$ cat src/verilog/xlat_consts.svh
// Offsets, field positions, reset values and timing counts of the translator
`ifndef XLAT_CONSTS_SVH
`define XLAT_CONSTS_SVH

// Register byte offsets
`define OFS_WIN0_TBASE 12'h0e0
`define OFS_WIN0_SETUP 12'h0e4
`define OFS_WIN1_TBASE 12'h0e8
`define OFS_WIN1_SETUP 12'h0ec
`define OFS_WIN0_BAR 12'h010
`define OFS_WIN1_BAR 12'h014
`define OFS_LAST_XLAT 12'h018

// Field positions
`define WIN0_LOW_BIT 12
`define WIN1_LOW_BIT 6
`define SETUP_TYPE_BIT 0
`define SETUP_ATYPE_LO 1
`define SETUP_ATYPE_HI 2
`define SETUP_PREF_BIT 3
`define SETUP_EN_BIT 31
`define MASK_TOP_BIT 30

// Address type encodings
`define ATYPE_32 2'h0
`define ATYPE_64 2'h1

// Reset values
`define WIN0_EN_RESET 1'h1
`define WIN1_EN_RESET 1'h0
`define BAR_EN_RESET 1'h1

// Answer timing in cycles after the setup edge
`define APB_WAIT_CYCLES 1

`endif

$ cat src/verilog/xlat_pkg.sv
// Types shared by the translator modules
package xlat_pkg;

  typedef logic [31:0] word_t;

  typedef enum {
    SEL_WIN0_TBASE,
    SEL_WIN0_SETUP,
    SEL_WIN1_TBASE,
    SEL_WIN1_SETUP,
    SEL_WIN0_BAR,
    SEL_WIN1_BAR,
    SEL_LAST_XLAT,
    SEL_NONE
  } reg_sel_t;

endpackage

$ cat src/verilog/xlat_win_if.sv
// Signals between the register file and one translation window
`timescale 1ns/1ns
`default_nettype none
interface xlat_win_if;
  logic [31:0] bar;
  logic [31:0] tbase;
  logic [31:0] mask;
  logic en;
  logic req;
  logic [31:0] addr;
  logic hit;
  logic [31:0] xaddr;
  modport ctl (
    output bar, tbase, mask, en, req, addr,
    input hit, xaddr
  );
  modport win (
    input bar, tbase, mask, en, req, addr,
    output hit, xaddr
  );
endinterface
`default_nettype wire

$ cat src/verilog/xlat_window.sv
// Address match and base substitution for one window
`timescale 1ns/1ns
`default_nettype none
module xlat_window #(
  parameter int LOW_BIT = 6,
  parameter bit SKIP_LOW_4K = 1'b0
) (
  xlat_win_if.win w
);

  initial begin
    if (LOW_BIT < 1 || LOW_BIT > 30) begin
      $error("LOW_BIT out of range");
    end
  end

  logic [31:0] cmp;

  // Bit 31 always compared; size mask bits below it are dont-care
  always_comb begin
    cmp = 32'h0;
    for (int i = LOW_BIT; i < 31; i++) begin
      cmp[i] = ~w.mask[i];
    end
    cmp[31] = 1'b1;
  end

  always_comb begin
    w.hit = w.req && w.en && (((w.addr ^ w.bar) & cmp) == 32'h0);
    if (SKIP_LOW_4K && (w.addr[31:12] == 20'h0)) begin
      w.hit = 1'b0;
    end
  end

  // Base bits where the mask is set, original bits elsewhere
  assign w.xaddr = (w.tbase & w.mask) | (w.addr & ~w.mask); // RULE12

endmodule
`default_nettype wire

$ cat src/verilog/upstream_address_translation.sv
// Two upstream address translation windows with their APB register file
//
// Functional notes
// RULE1: Window 0 base bits 31:12 read-write
// RULE2: Window 0 base used only under mask
// RULE3: Type selector bit reads zero, memory
// RULE4: Address type 00 32-bit, 01 64-bit
// RULE5: Mask one makes BAR bit writable
// RULE6: Window 0 enable stays one always
// RULE7: Window 0 BAR unsized bits read ones
// RULE8: Window 1 base bits 31:6 read-write
// RULE9: Window 1 base used only under mask
// RULE10: Software zeroes window 1 mask 11:6
// RULE11: Window 1 enable gates its BAR
// RULE12: Merge base and address by mask
//
// The APB slave port was left to the implementer.
`timescale 1ns/1ns
`default_nettype none
`include "xlat_consts.svh"
module upstream_address_translation
  import xlat_pkg::*;
#(
  parameter int ADDR_W = 32
) (
  // Clock and reset
  input wire logic ref_clk_in,
  input wire logic rst_in,
  // APB slave
  input wire logic psel_in,
  input wire logic penable_in,
  input wire logic pwrite_in,
  input wire logic [11:0] paddr_in,
  input wire logic [31:0] pwdata_in,
  input wire logic [3:0] pstrb_in,
  output logic [31:0] prdata_out,
  output logic pready_out,
  output logic pslverr_out,
  // Setup loader (serial ROM side)
  input wire logic setup_load_in,
  input wire logic setup_sel_in,
  input wire logic [31:0] setup_data_in,
  // Upstream request
  input wire logic up_valid_in,
  input wire logic up_is_mem_in,
  input wire logic [ADDR_W-1:0] up_addr_in,
  // Translated request
  output logic up_valid_out,
  output logic [ADDR_W-1:0] up_addr_out,
  output logic [1:0] up_hit_out,
  output logic up_prefetch_out,
  output logic [1:0] up_atype_out
);

  initial begin
    if (ADDR_W != 32) begin
      $error("Only 32-bit upstream addresses are served");
    end
  end

  ////////////////////////////////////////////////////////////////////////////

  function automatic reg_sel_t decode(input logic [11:0] a);
    case ({a[11:2], 2'h0})
      `OFS_WIN0_TBASE: decode = SEL_WIN0_TBASE;
      `OFS_WIN0_SETUP: decode = SEL_WIN0_SETUP;
      `OFS_WIN1_TBASE: decode = SEL_WIN1_TBASE;
      `OFS_WIN1_SETUP: decode = SEL_WIN1_SETUP;
      `OFS_WIN0_BAR: decode = SEL_WIN0_BAR;
      `OFS_WIN1_BAR: decode = SEL_WIN1_BAR;
      `OFS_LAST_XLAT: decode = SEL_LAST_XLAT;
      default: decode = SEL_NONE;
    endcase
  endfunction

  // Byte lanes merged here so partial writes keep the other bytes
  function automatic logic [31:0] merge(input logic [31:0] old,
                                        input logic [31:0] nw,
                                        input logic [3:0] strb);
    for (int i = 0; i < 4; i++) begin
      merge[i*8 +: 8] = strb[i] ? nw[i*8 +: 8] : old[i*8 +: 8];
    end
  endfunction

  reg_sel_t sel;
  logic wr_en;
  logic setup_phase;

  assign sel = decode(paddr_in);
  assign setup_phase = psel_in && !penable_in;
  assign wr_en = psel_in && penable_in && pready_out && pwrite_in;

  ////////////////////////////////////////////////////////////////////////////

  logic [31:12] tb0_q;
  logic [31:6] tb1_q;
  logic [30:12] mask0_q;
  logic [30:6] mask1_q;
  logic [1:0] atype0_q;
  logic [1:0] atype1_q;
  logic pref0_q;
  logic pref1_q;
  logic en1_q;
  logic [31:12] bar0_q;
  logic [31:6] bar1_q;
  logic [31:0] last_q;
  logic [31:0] bar0_rd;
  logic [31:0] bar1_rd;
  logic [31:0] setup0_rd;
  logic [31:0] setup1_rd;
  logic [31:0] tb_wd;
  logic [31:0] bar_wd;

  // Window 0 BAR bits under a zero mask read as ones, giving the 4KB size at reset; window 1 reads them as zeros
  assign bar0_rd = {bar0_q[31], (bar0_q[30:12] & mask0_q) | ~mask0_q,
                    12'h0}; // RULE7
  assign bar1_rd = {bar1_q[31], bar1_q[30:6] & mask1_q, 6'h0};
  assign setup0_rd = {`WIN0_EN_RESET, mask0_q, 8'h0, pref0_q, atype0_q,
                      1'b0}; // RULE3 RULE6
  assign setup1_rd = {en1_q, mask1_q, 2'h0, pref1_q, atype1_q,
                      1'b0}; // RULE3

  // Translated bases, software writable
  always_ff @(posedge ref_clk_in) begin
    if (rst_in) begin
      tb0_q <= 20'h0;
      tb1_q <= 26'h0;
    end else if (wr_en) begin
      if (sel == SEL_WIN0_TBASE) begin
        tb0_q <= tb_wd[31:12]; // RULE1
      end
      if (sel == SEL_WIN1_TBASE) begin
        tb1_q <= tb_wd[31:6]; // RULE8
      end
    end
  end

  always_comb begin
    tb_wd = 32'h0;
    if (sel == SEL_WIN0_TBASE) begin
      tb_wd = merge({tb0_q, 12'h0}, pwdata_in, pstrb_in);
    end else begin
      tb_wd = merge({tb1_q, 6'h0}, pwdata_in, pstrb_in);
    end
  end

  // Setup words are read-only to APB; only the loader changes them
  always_ff @(posedge ref_clk_in) begin
    if (rst_in) begin
      mask0_q <= 19'h0;
      mask1_q <= 25'h0;
      atype0_q <= `ATYPE_32; // RULE4
      atype1_q <= `ATYPE_32; // RULE4
      pref0_q <= 1'b0;
      pref1_q <= 1'b0;
      en1_q <= `WIN1_EN_RESET; // RULE11
    end else if (setup_load_in) begin
      if (!setup_sel_in) begin
        mask0_q <= setup_data_in[`MASK_TOP_BIT:`WIN0_LOW_BIT];
        atype0_q <= setup_data_in[`SETUP_ATYPE_HI:`SETUP_ATYPE_LO];
        pref0_q <= setup_data_in[`SETUP_PREF_BIT];
      end else begin
        mask1_q <= setup_data_in[`MASK_TOP_BIT:`WIN1_LOW_BIT];
        atype1_q <= setup_data_in[`SETUP_ATYPE_HI:`SETUP_ATYPE_LO];
        pref1_q <= setup_data_in[`SETUP_PREF_BIT];
        en1_q <= setup_data_in[`SETUP_EN_BIT];
      end
    end
  end

  // Window BARs: bit 31 and the bits whose mask bit is one take a write
  always_ff @(posedge ref_clk_in) begin
    if (rst_in) begin
      bar0_q <= {`BAR_EN_RESET, 19'h0};
      bar1_q <= 26'h0;
    end else if (wr_en) begin
      if (sel == SEL_WIN0_BAR) begin
        bar0_q <= {bar_wd[31], (bar_wd[30:12] & mask0_q) |
                   (bar0_q[30:12] & ~mask0_q)}; // RULE5
      end
      if (sel == SEL_WIN1_BAR) begin
        bar1_q <= {bar_wd[31], (bar_wd[30:6] & mask1_q) |
                   (bar1_q[30:6] & ~mask1_q)}; // RULE5
      end
    end
  end

  always_comb begin
    bar_wd = 32'h0;
    if (sel == SEL_WIN0_BAR) begin
      bar_wd = merge({bar0_q, 12'h0}, pwdata_in, pstrb_in);
    end else begin
      bar_wd = merge({bar1_q, 6'h0}, pwdata_in, pstrb_in);
    end
  end

  ////////////////////////////////////////////////////////////////////////////

  // Read data captured in the setup cycle; answer always one cycle later
  always_ff @(posedge ref_clk_in) begin
    if (rst_in) begin
      prdata_out <= 32'h0;
      pslverr_out <= 1'b0;
    end else if (setup_phase) begin
      pslverr_out <= (sel == SEL_NONE);
      case (sel)
        SEL_WIN0_TBASE: prdata_out <= {tb0_q, 12'h0};
        SEL_WIN0_SETUP: prdata_out <= setup0_rd;
        SEL_WIN1_TBASE: prdata_out <= {tb1_q, 6'h0};
        SEL_WIN1_SETUP: prdata_out <= setup1_rd;
        SEL_WIN0_BAR: prdata_out <= bar0_rd;
        SEL_WIN1_BAR: prdata_out <= bar1_rd;
        SEL_LAST_XLAT: prdata_out <= last_q;
        default: prdata_out <= 32'h0;
      endcase
    end
  end

  assign pready_out = psel_in && penable_in;

  ////////////////////////////////////////////////////////////////////////////

  xlat_win_if w0 ();
  xlat_win_if w1 ();

  // Type selector is fixed to memory, so I/O requests never hit
  assign w0.req = up_valid_in && up_is_mem_in;
  assign w0.addr = up_addr_in;
  assign w0.bar = bar0_rd;
  assign w0.tbase = {tb0_q, 12'h0};
  assign w0.mask = {1'b0, mask0_q, 12'h0}; // RULE2
  assign w0.en = `WIN0_EN_RESET; // RULE6

  assign w1.req = up_valid_in && up_is_mem_in;
  assign w1.addr = up_addr_in;
  assign w1.bar = bar1_rd;
  assign w1.tbase = {tb1_q, 6'h0};
  // Mask bits 11:6 assumed zero by software for memory decode
  assign w1.mask = {1'b0, mask1_q, 6'h0}; // RULE9
  assign w1.en = en1_q; // RULE11

  xlat_window #(.LOW_BIT(`WIN0_LOW_BIT), .SKIP_LOW_4K(1'b1)) u_win0 (
    .w(w0.win)
  );

  xlat_window #(.LOW_BIT(`WIN1_LOW_BIT), .SKIP_LOW_4K(1'b0)) u_win1 (
    .w(w1.win)
  );

  // Window 0 wins when both match; one cycle of latency
  always_ff @(posedge ref_clk_in) begin
    if (rst_in) begin
      up_valid_out <= 1'b0;
      up_addr_out <= 32'h0;
      up_hit_out <= 2'h0;
      up_prefetch_out <= 1'b0;
      up_atype_out <= `ATYPE_32;
    end else begin
      up_valid_out <= up_valid_in;
      up_hit_out <= {w1.hit && !w0.hit, w0.hit};
      if (w0.hit) begin
        up_addr_out <= w0.xaddr; // RULE12
        up_prefetch_out <= pref0_q;
        up_atype_out <= atype0_q;
      end else if (w1.hit) begin
        up_addr_out <= w1.xaddr; // RULE12
        up_prefetch_out <= pref1_q;
        up_atype_out <= atype1_q;
      end else begin
        up_addr_out <= up_addr_in;
        up_prefetch_out <= 1'b0;
        up_atype_out <= `ATYPE_32;
      end
    end
  end

  always_ff @(posedge ref_clk_in) begin
    if (rst_in) begin
      last_q <= 32'h0;
    end else if (w0.hit) begin
      last_q <= w0.xaddr;
    end else if (w1.hit) begin
      last_q <= w1.xaddr;
    end
  end

  ////////////////////////////////////////////////////////////////////////////

  // Checked on the read path, where software sees the enable
  a_win0_en_stuck: assert property (@(posedge ref_clk_in) disable iff (rst_in)
    setup_phase && sel == SEL_WIN0_SETUP |=> prdata_out[31])
    else $error("window 0 enable dropped"); // RULE6

  a_type_sel_zero: assert property (@(posedge ref_clk_in) disable iff (rst_in)
    setup_phase && (sel == SEL_WIN0_SETUP || sel == SEL_WIN1_SETUP) |=>
    !prdata_out[0])
    else $error("type selector not zero"); // RULE3

  a_io_no_hit: assert property (@(posedge ref_clk_in) disable iff (rst_in)
    up_valid_in && !up_is_mem_in |=> up_hit_out == 2'h0)
    else $error("I/O request hit a window"); // RULE3

  a_win0_low_4k: assert property (@(posedge ref_clk_in) disable iff (rst_in)
    up_addr_in[31:12] == 20'h0 |=> !up_hit_out[0])
    else $error("window 0 hit below 4K"); // RULE1

  a_tb0_write: assert property (@(posedge ref_clk_in) disable iff (rst_in)
    wr_en && sel == SEL_WIN0_TBASE && pstrb_in == 4'hf |=>
    tb0_q == $past(pwdata_in[31:12]))
    else $error("window 0 base write lost"); // RULE1

  a_tb1_write: assert property (@(posedge ref_clk_in) disable iff (rst_in)
    wr_en && sel == SEL_WIN1_TBASE && pstrb_in == 4'hf |=>
    tb1_q == $past(pwdata_in[31:6]))
    else $error("window 1 base write lost"); // RULE8

  a_setup_ro_apb: assert property (@(posedge ref_clk_in) disable iff (rst_in)
    !setup_load_in |=> $stable(setup1_rd) && $stable(setup0_rd))
    else $error("setup changed without load"); // RULE4

  a_bar0_unsized: assert property (@(posedge ref_clk_in) disable iff (rst_in)
    setup_phase && sel == SEL_WIN0_BAR |=>
    (prdata_out[30:12] | $past(mask0_q)) == 19'h7ffff)
    else $error("window 0 unsized bit not one"); // RULE7

  a_bar1_ro_bits: assert property (@(posedge ref_clk_in) disable iff (rst_in)
    wr_en && sel == SEL_WIN1_BAR |=>
    ((bar1_q[30:6] ^ $past(bar1_q[30:6])) & ~$past(mask1_q)) == 25'h0)
    else $error("read-only BAR bit changed"); // RULE5

  a_win1_off: assert property (@(posedge ref_clk_in) disable iff (rst_in)
    !en1_q && !w0.hit |=> !up_hit_out[1])
    else $error("disabled window 1 hit"); // RULE11

  a_xlat_merge0: assert property (@(posedge ref_clk_in) disable iff (rst_in)
    w0.hit |=> up_addr_out == (($past(w0.tbase) & $past(w0.mask)) |
    ($past(up_addr_in) & ~$past(w0.mask))))
    else $error("window 0 merge wrong"); // RULE12 RULE2

  a_xlat_merge1: assert property (@(posedge ref_clk_in) disable iff (rst_in)
    w1.hit && !w0.hit |=> up_addr_out[5:0] == $past(up_addr_in[5:0]) &&
    up_addr_out[31] == $past(up_addr_in[31]))
    else $error("window 1 kept bits wrong"); // RULE9

  a_apb_answer: assert property (@(posedge ref_clk_in) disable iff (rst_in)
    setup_phase |=> pready_out && (pslverr_out == $past(sel == SEL_NONE)))
    else $error("APB answer late or error flag wrong");

endmodule
`default_nettype wire

$ cat config.mk
export PLATFORM = sky130hd
export DESIGN_NAME = upstream_address_translation
export DESIGN_NICKNAME = d
export VERILOG_FILES = /design/src/verilog/xlat_pkg.sv /design/src/verilog/xlat_win_if.sv /design/src/verilog/xlat_window.sv /design/src/verilog/upstream_address_translation.sv
export VERILOG_INCLUDE_DIRS = /design/src /design/src/verilog
export SDC_FILE = /design/constraint.sdc
export NUM_CORES = 1
export LEC_CHECK = 0
export BUFFER_PORTS_ARGS = -buffer_cell sky130_fd_sc_hd__buf_2
export CORE_MARGIN = 2
export CORE_UTILIZATION = 53
export CTS_BUF_LIST = sky130_fd_sc_hd__clkbuf_4 sky130_fd_sc_hd__clkbuf_8
export DETAILED_ROUTE_END_ITERATION = 10
export HOLD_SLACK_MARGIN = 0.12
export PLACE_DENSITY = 0.76
export SLEW_MARGIN = 10
export SYNTH_ARGS = -nofsm -noshare
export SYNTH_HDL_FRONTEND = slang
export SYNTH_SLANG_ARGS = --single-unit
$ cat constraint.sdc
create_clock -name ref_clk_in -period 2.7 [get_ports ref_clk_in]
set_input_delay 0.27 -clock ref_clk_in [delete_from_list [all_inputs] [get_ports ref_clk_in]]
set_output_delay 0.27 -clock ref_clk_in [all_outputs]
set_load 0.005 [all_outputs]
# After elaboration in Yosys (flattened, before gate mapping)
# Cells that the tools add are included.
dict set report word_totals {
  register_bits 246
  input_bits 121
  output_inout_bits 72
  elab_cells 160
}
dict set report classes {
  eq_ne 17
  muxes 28
  bitwise 68
  reduce_logical 26
}
# cell count
set op_table {}
lappend op_table {{$pmux W32 S7} 1}
lappend op_table {{$mux W32} 6}
lappend op_table {{$and A32 B32 Y32} 4}
lappend op_table {{$eq A32 B3 Y1 const B} 4}
lappend op_table {{$logic_not A32 Y1} 4}
lappend op_table {{$mux W8} 15}
lappend op_table {{$eq A32 B4 Y1 const B} 3}
lappend op_table {{$and A25 B25 Y25} 3}
lappend op_table {{$and A32 B31 Y32} 2}
lappend op_table {{$eq A32 B2 Y1 const B} 2}
lappend op_table {{$not A31 Y32} 2}
lappend op_table {{$or A32 B32 Y32} 2}
lappend op_table {{$xor A32 B32 Y32} 2}
lappend op_table {{$and A19 B19 Y19} 3}
lappend op_table {{$not A1 Y1} 45}
lappend op_table {{$eq A10 B6 Y1 const B} 4}
lappend op_table {{$or A19 B19 Y19} 2}
lappend op_table {{$eq A32 B1 Y1 const B} 1}
lappend op_table {{$eq A10 B3 Y1 const B} 3}
lappend op_table {{$not A25 Y25} 1}
lappend op_table {{$or A25 B25 Y25} 1}
lappend op_table {{$pmux W3 S7} 1}
lappend op_table {{$logic_not A20 Y1} 1}
lappend op_table {{$not A19 Y19} 1}
lappend op_table {{7 further kinds} 26}

# Longest topological paths before layout
# Gate-level depths: netlist (run 1).
dict set report logic_depth {
  depth_word 9
  depth_mapped 10
  mapped_depth_nobuf 6
}

# Cells and area by module
# From an unflattened synthesis (run 1), not the netlist that was laid out.
dict set report unflattened {
  hier_cells 1600
  hier_area_um2 12912.4
}
# mod instances cells_each area_per_inst_um2 seq_area_each_um2
set by_module_without_submodules {}
lappend by_module_without_submodules {upstream_address_translation 1 1447 11514.8 4924.7}
lappend by_module_without_submodules {{xlat_window (u_win1)} 1 79 713.2 0.0}
lappend by_module_without_submodules {{xlat_window (u_win0)} 1 74 684.4 0.0}

# Worst setup path after synthesis (run 1)
# No wires, ideal clock.
dict set report synth_path {
  path_kind {input to register}
  start {input port paddr_in[5]}
  end {register (tool-made name)}
  setup_ns 0.137
  arrival_time_ns 2.048
  t_required_ns 2.563
  path_slack_ns 0.515
  stages 8
  n_path_buf 2
  path_cell_list {or4b_1 or2_1 buf_2 nor4_4 buf_2 o21ai_0 o21ai_0 a21oi_1}
}
# item line
set synth_rtl {}
lappend synth_rtl {{start, declared} upstream_address_translation.sv:33} ;# input wire logic [11:0] paddr_in,

# Worst setup path in the final report (run 1)
dict set report layout_path {
  start {input port up_addr_in[18]}
  end {register up_addr_out[26]}
}
dict set report layout_via {
  elab_chain_len 6
  elab_cells_between_ends 12
  cone_classes {mux (3); bitwise (4); reduce/logical (5)}
}
# item line
set layout_lines {}
lappend layout_lines {{start, declared} upstream_address_translation.sv:46} ;# input wire logic [ADDR_W-1:0] up_addr_in,
lappend layout_lines {{$xor A32 B32 Y32} xlat_window.sv:29} ;# w.hit = w.req && w.en && (((w.addr ^ w.bar) & cmp) == 32'h0);
lappend layout_lines {{$and A32 B32 Y32} xlat_window.sv:29}
lappend layout_lines {{$logic_not A32 Y1} xlat_window.sv:29}
lappend layout_lines {{$logic_and A1 B1 Y1} xlat_window.sv:29}
lappend layout_lines {{$mux W32 / $mux W1 (equally long branches)} {upstream_address_translation.sv:265, xlat_window.sv:30}}
lappend layout_lines {{$mux W32 (*)} upstream_address_translation.sv:261} ;# if (w0.hit) begin
lappend layout_lines {{end signal, assigned} upstream_address_translation.sv:262} ;# up_addr_out <= w0.xaddr;
lappend layout_lines {{end signal, assigned} upstream_address_translation.sv:266} ;# up_addr_out <= w1.xaddr;
lappend layout_lines {{end signal, assigned} upstream_address_translation.sv:270} ;# up_addr_out <= up_addr_in;
lappend layout_lines {{end, declared} upstream_address_translation.sv:49} ;# output logic [ADDR_W-1:0] up_addr_out,
# Every way passes the cells marked *; elsewhere a longest branch is shown, timed or not.
# A chain may end at the register's enable or synchronous reset.

==> summary.txt, run 1 <==
Syn_nets: 1588
Drt first pass iters: 7
Die height: 152.7 um
Residual DRC: 0
Hold Vio Cnt, Final: 0
Synth unique cells: 56
Routed vias/inst: 6.276
Cells after Synth: 1467
CP Launch Type: input pin
Htree depth: 2
RSZ-0062 raised after global routing: false
Sequential area share after synthesis: 0.4200
Post-layout min period: 2505 ps
CP endpoint kind: flop
Longest Clk Path Bufs: 3
Syn Std Cell Area: 11730 sq um
Outcome: complete, no violations
Commonest non-fill, non-tap cell in the layout: dfxtp_1
EDFF count, synth: 0
#FFs+latches synth: 246
Max cap viols: 0
Nets: 1877
Synth top area cells: dfxtp_1 42%, nand2_1 7.7%, a21oi_1 7.2%
Worst-path fanout max: 17
Static Leak: 5.884 nW
HPWL Detailed: 29.41 mm
DP Area: 13290 sq um
Die Wd: 152.7 um
VDD IR-drop max: 319.3 uV
DIE AREA: 23330 sq um
Period utilization: 0.9277
Final setup fails: 0
Fraction of registers with async set/reset: 0
Final ANT Viol Nets: 0
IO Pins: 193
Clk_lat worst skew: 560 ps
Fmax: 399.3 MHz
GRT overflow: 0
Port Buffers: 181
Placer's final routability congestion estimate: 1.009
Via count: 12930
Req. time, crit path: 3150 ps
Setup bufs post-CTS: 0
Share of cells above drive strength 1: 0.2153
Crit-path most repeated cell: buf_4
Crit-path max cell delay: 540 ps
Filler Cell Count: 1764
Net switching power: 2.007 mW
Comb power frac: 0.094
Clock sink total: 246
Clock share of power: 0.447
Post-synth top area cell: dfxtp_1
GRT Util Overall: 0.3597
CP Data Arrival Time: 2960 ps
CP cell instances: dlygate4sd3_1 -> buf_2 -> nor2b_1 -> nor4_1 -> and4_1 -> nand2_1 -> buf_4 -> o21ai_0 -> o31ai_1 -> buf_4
Min-Delay Path Class: in2reg
Pint: 6.171 mW
Vias in the first global route: 12220
Design area: 15020 sq um
Sequential share of power: 0.459
Setup TNS: 0 ps
Largest net degree at the start of global routing: 72
First-pass GRT wire length: 66.83 mm
Rows: 54
Top cell type's share of synthesized area: 0.4200
Sw Ratio: 0.2454
DR iter-0 viols: 1518
Initial Util: 0.5390
Worst-path clk slew: 60 ps
Synth Warn #: 0
CP max-delay cell: dlygate4sd3_1
Initial antenna violation count: 1
Core Region: 21760 sq um
Most frequent cells in the layout: 246 x dfxtp_1, 241 x nand2_1, 180 x buf_2
Crit path kind: in2reg
PD cells: 544.5 nW/um^2
CTS buffer count: 43
Worst Clk Skew: 23.54 ps
DR WL/cell: 21.08 um
Syn_area_per_cell: 7.993 sq um
Worst slew margin: 0.5608
Final Power: 8.178 mW
CTS root buf: clkbuf_8
Main synth FF type: dfxtp_1
Area growth syn-to-layout: 28.09%
Slew Limit Fails: 0
Register area: 4925 sq um
Final WL: 43.42 mm
Multi-input logic area: 6259 sq um
Slew @ Worst Pin: 655.8 ps
CTS tree: built
==> through the flow <==
stage	cells	util	setup WS, ps	hold WS [ps]
6_report	2060	0.6904	195.3	143.7
5_1_grt	2060	0.6904	47.72	134.8
4_1_cts	2059	0.6903	286.0	120.2
3_5_place_dp	1909	0.6109	228.6	437.1
3_3_place_gp	1909	0.6109	263.3	431.4
2_1_floorplan	1467	-	515.2	398.2
==> critical path, delay by kind of cell <==
family	cells	cell delay [ps]
simple gates	4	1170
compound gates	2	380
buf+inv	4	1130
==> cells in the mapped netlist, types with 10 or more instances <==
master	number
nand2_1	241
a211oi_1	30
a21o_1	25
buf_2	14
nand2b_1	15
a21boi_0	10
mux2i_1	60
o31ai_1	32
nor4_1	16
a32oi_1	12
o22ai_1	34
clkbuf_1	93
or3_1	20
nor2b_1	47
nor3_1	13
a21oi_1	169
nand3_1	57
a222oi_1	23
o21ai_0	66
dfxtp_1	246
nor2_1	117
==> logic make-up after synthesis <==
| group | count (synthesis) | synth area share |
|---|---|---|
| mux | 64 | 0.05506 |
| flops | 246 | 0.4200 |
| buf+inv | 130 | 0.04759 |
| compound gates | 450 | 0.2443 |
| xor+xnor | 2 | 0.001494 |
| simple gates | 575 | 0.2315 |
==> cell type report <==
class,instances,area share
multi-input combinational,1091,0.4167
sequential,246,0.3279
timing repair buffer,364,0.1692
clock buffer,66,0.05631
tap,280,0.02332
clock inverter,2,0.003998
inverter,10,0.002499
antenna,1,0.0001666
==> routing by layer <==
metal,vias up,global-route usage,wire [um]
met4,0,0.1799,2385
met3,198,0.07509,5008
met2,893,0.5667,19310
met1,5979,0.4696,16720
met5,-,0,0
li1,5859,-,-
==> power by group through the flow <==
stage / clock, mW / combinational [mW] / sequential [mW]
after floorplan: 0 / 0.335 / 3.81
after global placement: 0 / 0.645 / 3.82
after detailed placement: 0 / 0.652 / 3.83
after CTS: 3.67 / 0.746 / 3.75
after global routing: 3.81 / 0.819 / 3.76
final: 3.66 / 0.771 / 3.75
==> final timing paths <==
kind | from | end | slack (ps) | cells after the start
min | up_addr_in[21] | up_addr_out[21]$_SDFF_PP0_ | 140 | 3
max reg2reg | mask1_q[18]$_SDFFE_PP0P_ | up_addr_out[26]$_SDFF_PP0_ | 240 | 8
min reg2reg | prdata_out[5]$_SDFFE_PP0P_ | prdata_out[5]$_SDFFE_PP0P_ | 440 | 2
max | up_addr_in[18] | up_addr_out[26]$_SDFF_PP0_ | 200 | 10
==> what timing repair did <==
| action | 4_1_cts | 5_1_grt |
|---|---|---|
| resized for setup | 0 | 0 |
| setup endpoints to repair | 0 | 0 |
| endpoints found under the hold margin | 129 | 0 |
| hold buffers | 82 | 0 |
Note: power is estimated with default switching activity, not from simulation.
==> inputs of run 2 (changes only) <==
- PLACE_DENSITY: 0.76 -> unset
- PLACE_DENSITY_LB_ADDON: unset -> 0.05
- RECOVER_POWER: unset -> 50
==> summary.txt, run 2 (synthesized netlist as in run 1, its figures left out) <==
RSZ-0062 raised after global routing: false
Worst-path clk slew: 70 ps
Commonest non-fill, non-tap cell in the layout: dfxtp_1
Placed insts: 1904
Outcome: complete, no violations
PD cells: 543.0 nW/um^2
Fmax: 379.4 MHz
Initial antenna violation count: 2
Core Region: 21760 sq um
Min-Delay Path Class: in2reg
CP endpoint kind: flop
GRT overflow: 0
Slew @ Worst Pin: 1345 ps
Vias in the first global route: 11810
CTS root buf: clkbuf_8
CTS buffer count: 43
CP Data Arrival Time: 3130 ps
Die Wd: 152.7 um
Post-layout min period: 2635 ps
DIE AREA: 23330 sq um
Area growth syn-to-layout: 27.33%
Htree depth: 2
Hold Vio Cnt, Final: 0
Clk_lat worst skew: 560 ps
Final ANT Viol Nets: 0
Via count: 12820
Die height: 152.7 um
CTS tree: built
Largest net degree at the start of global routing: 123
Req. time, crit path: 3190 ps
Rows: 54
Static Leak: 5.685 nW
Nets: 1877
Worst Clk Skew: 22.80 ps
Routed vias/inst: 6.215
GRT Util Overall: 0.3696
Final setup fails: 0
Final WL: 44.76 mm
Setup TNS: 0 ps
HPWL Detailed: 30.22 mm
Drt first pass iters: 6
Placer's final routability congestion estimate: 0.9409
CP Launch Type: input pin
Worst slew margin: 0.1032
IO Pins: 193
Clock sink total: 246
Longest Clk Path Bufs: 3
First-pass GRT wire length: 67.91 mm
Crit path kind: in2reg
Residual DRC: 0
Slew Limit Fails: 0
Max cap viols: 0
Final Non-Filler Cells: 2062
VDD IR-drop max: 426.2 uV
DR WL/cell: 21.71 um
DR iter-0 viols: 1488
Share of cells above drive strength 1: 0.1881
Initial Util: 0.5390
Period utilization: 0.9761
Worst-path fanout max: 26
CTS-repair resized insts: 0
Most frequent cells in the layout: 246 x dfxtp_1, 241 x nand2_1, 169 x a21oi_1
Port Buffers: 181
run 2: layout make-up:
type / count / area [sq um]
multi-input combinational: 1091 / 6259
clock inverter: 3 / 42.54
clock buffer: 67 / 828.3
antenna: 1 / 2.502
timing repair buffer: 364 / 2486
sequential: 246 / 4925
fill: 1908 / 6825
inverter: 10 / 37.54
tap: 280 / 350.3
run 2: metal layers:
layer  up-vias  share of wire  global-route usage
met2       807           0.45              0.5902
li1       5861              -                   -
met1      6000           0.40              0.4914
met4         2          0.039              0.1512
met3       146           0.11             0.07395
met5         -        0.00029                   0
run 2: what timing repair did:
action                                 CTS  global route
setup buffers                            0             0
hold buffers                            87             0
setup endpoints to repair                0             0
endpoints found under the hold margin  139             0
run 2: critical path, cell delays in order:
cell and delay (ps):
dlygate4sd3_1 530, buf_2 170, nor2b_1 170, nor4_1 550, and4_1 400, and2_2 230
buf_12 200, nor2_1 60, o31ai_1 370, buf_4 170
run 2: worst paths after layout:
kind / cells after the start / to / startpoint / slack, ps
worst min-delay path: 3 / up_addr_out[26]$_SDFF_PP0_ / up_addr_in[26] / 150
worst min register to register: 2 / prdata_out[11]$_SDFFE_PP0P_ / prdata_out[11]$_SDFFE_PP0P_ / 450
worst max register to register: 8 / up_addr_out[24]$_SDFF_PP0_ / mask1_q[29]$_SDFFE_PP0P_ / 90
worst max-delay path: 10 / up_addr_out[24]$_SDFF_PP0_ / up_addr_in[21] / 60
run 2: report_power, final:
part | internal, mW | switching [mW]
Combinational | 0.321 | 0.456
Clock | 2.02 | 1.56
Sequential | 3.69 | 0.0522
run 2: stage by stage:
| step | setup slack, ps | power, mW | instance area [sq um] | util | hold WS (ps) |
|---|---|---|---|---|---|
| finish | 64.52 | 8.107 | 14930 | 0.6863 | 154.4 |
| global route | 60.60 | 8.333 | 14930 | 0.6863 | 149.4 |
| CTS | 249.4 | 8.091 | 15000 | 0.6893 | 139.1 |
| detailed placement | 223.9 | 4.482 | 13250 | 0.6092 | 442.2 |
| global placement | 237.3 | 4.477 | 13250 | 0.6092 | 436.1 |
| floorplan | 515.2 | 4.141 | 11730 | - | 398.2 |
==> inputs of run 3 (changes only) <==
- CORE_MARGIN: 2 -> 3
==> summary.txt, run 3 (synthesized netlist as in run 1, its figures left out) <==
DR WL/cell: 21.77 um
CP Launch Type: input pin
Worst-path clk slew: 60 ps
Worst-path fanout max: 24
Failing checks: max-capacitance violations, max-slew violations
Via count: 12840
RSZ-0062 raised after global routing: false
Vias in the first global route: 12170
Static Leak: 5.712 nW
HPWL Detailed: 30.72 mm
Multi-input logic area: 6248 sq um
WHS: 151.6 ps
Port Buffers: 181
Crit path kind: in2reg
Slew @ Worst Pin: 1764 ps
VDD IR-drop max: 429.3 uV
CTS buffer count: 43
Setup Slack @ Placement: 181.9 ps
CP Data Arrival Time: 3040 ps
Min-Delay Path Class: in2reg
CTS-repair resized insts: 0
Fmax: 395.2 MHz
Worst slew margin: -0.1758
Rows: 53
Area growth syn-to-layout: 27.69%
Net switching power: 2.074 mW
Register area: 4925 sq um
Filler Cell Count: 1802
Die height: 154.7 um
Commonest non-fill, non-tap cell in the layout: dfxtp_1
PD cells: 545.5 nW/um^2
Drt first pass iters: 6
Final WL: 44.94 mm
Post-layout min period: 2531 ps
Routed vias/inst: 6.220
Hold Vio Cnt, Final: 0
Longest Clk Path Bufs: 3
Pint: 6.093 mW
Nets: 1877
Htree depth: 2
Placer's final routability congestion estimate: 0.9506
Die Wd: 154.7 um
Clock share of power: 0.447
Period utilization: 0.9373
IO Pins: 193
Residual DRC: 0
CTS root buf: clkbuf_8
Most frequent cells in the layout: 246 x dfxtp_1, 242 x nand2_1, 169 x a21oi_1
Max cap viols: 1
First-pass GRT wire length: 68.04 mm
Outcome: complete, but fails checks
CP endpoint kind: flop
DIE AREA: 23950 sq um
Clock sink total: 246
Initial Util: 0.5492
Sequential share of power: 0.459
GRT Util Overall: 0.3598
Initial antenna violation count: 1
Share of cells above drive strength 1: 0.1919
Final setup fails: 0
Sw Ratio: 0.2540
Final Power: 8.168 mW
Worst Clk Skew: 12.58 ps
Final ANT Viol Nets: 0
Comb power frac: 0.094
CTS tree: built
GRT overflow: 0
Final setup margin: 169.4 ps
Clk_lat worst skew: 560 ps
Slew Limit Fails: 76
DR iter-0 viols: 1418
Req. time, crit path: 3210 ps
Setup TNS: 0 ps
Largest net degree at the start of global routing: 76
Core Region: 21350 sq um
## run 3: power by group through the flow
stage	Combinational (mW)	Clock, mW	Sequential (mW)
6_report	0.769	3.65	3.75
2_1_floorplan	0.335	0	3.81
3_5_place_dp	0.662	0	3.82
4_1_cts	0.757	3.67	3.75
3_3_place_gp	0.656	0	3.82
5_1_grt	0.823	3.83	3.75
## run 3: area by class of cell
| class | count | area share |
|---|---|---|
| flip-flops and latches | 246 | 0.3289 |
| repair buffers | 364 | 0.1667 |
| diodes | 2 | 0.0003343 |
| inverters | 10 | 0.002507 |
| well taps | 275 | 0.02298 |
| clock inverters | 7 | 0.004512 |
| multi-input cells | 1091 | 0.4173 |
| clock buffers | 69 | 0.05674 |
## run 3: timing repair
item	CTS	global route
hold endpoints to repair	138	0
setup buffers	0	0
hold buffers	84	0
## run 3: critical path, stage by stage
cell           delay, ps
dlygate4sd3_1        550
buf_2                170
nor2b_1              170
nor4_1               470
and4_1               350
and2_2               260
buf_12               210
nor2_1                60
o31ai_1              350
buf_4                170
## run 3: per-stage QoR
step	area, sq um	std cells	utilization
floorplan	11730	1467	-
global placement	13310	1902	0.6232
detailed placement	13310	1902	0.6232
CTS	15070	2062	0.7056
global route	14970	2063	0.7011
finish	14970	2064	0.7012
## run 3: metal layers
metal  share of wire  vias up  track usage
met5               0        -            0
met4           0.037        0       0.1405
met3            0.11      139      0.07135
met2            0.45      806       0.5792
met1            0.40     6015       0.4777
li1                -     5878            -
## run 3: path summary, 6_finish.rpt
check                                endpoint  slack [ps]                         from  cells after the start
hold / removal     up_addr_out[15]$_SDFF_PP0_         150               up_addr_in[15]                      3
hold reg to reg   prdata_out[11]$_SDFFE_PP0P_         450  prdata_out[11]$_SDFFE_PP0P_                      2
setup reg to reg   up_addr_out[24]$_SDFF_PP0_         220     mask1_q[21]$_SDFFE_PP0P_                      8
setup / recovery   up_addr_out[24]$_SDFF_PP0_         170               up_addr_in[21]                     10
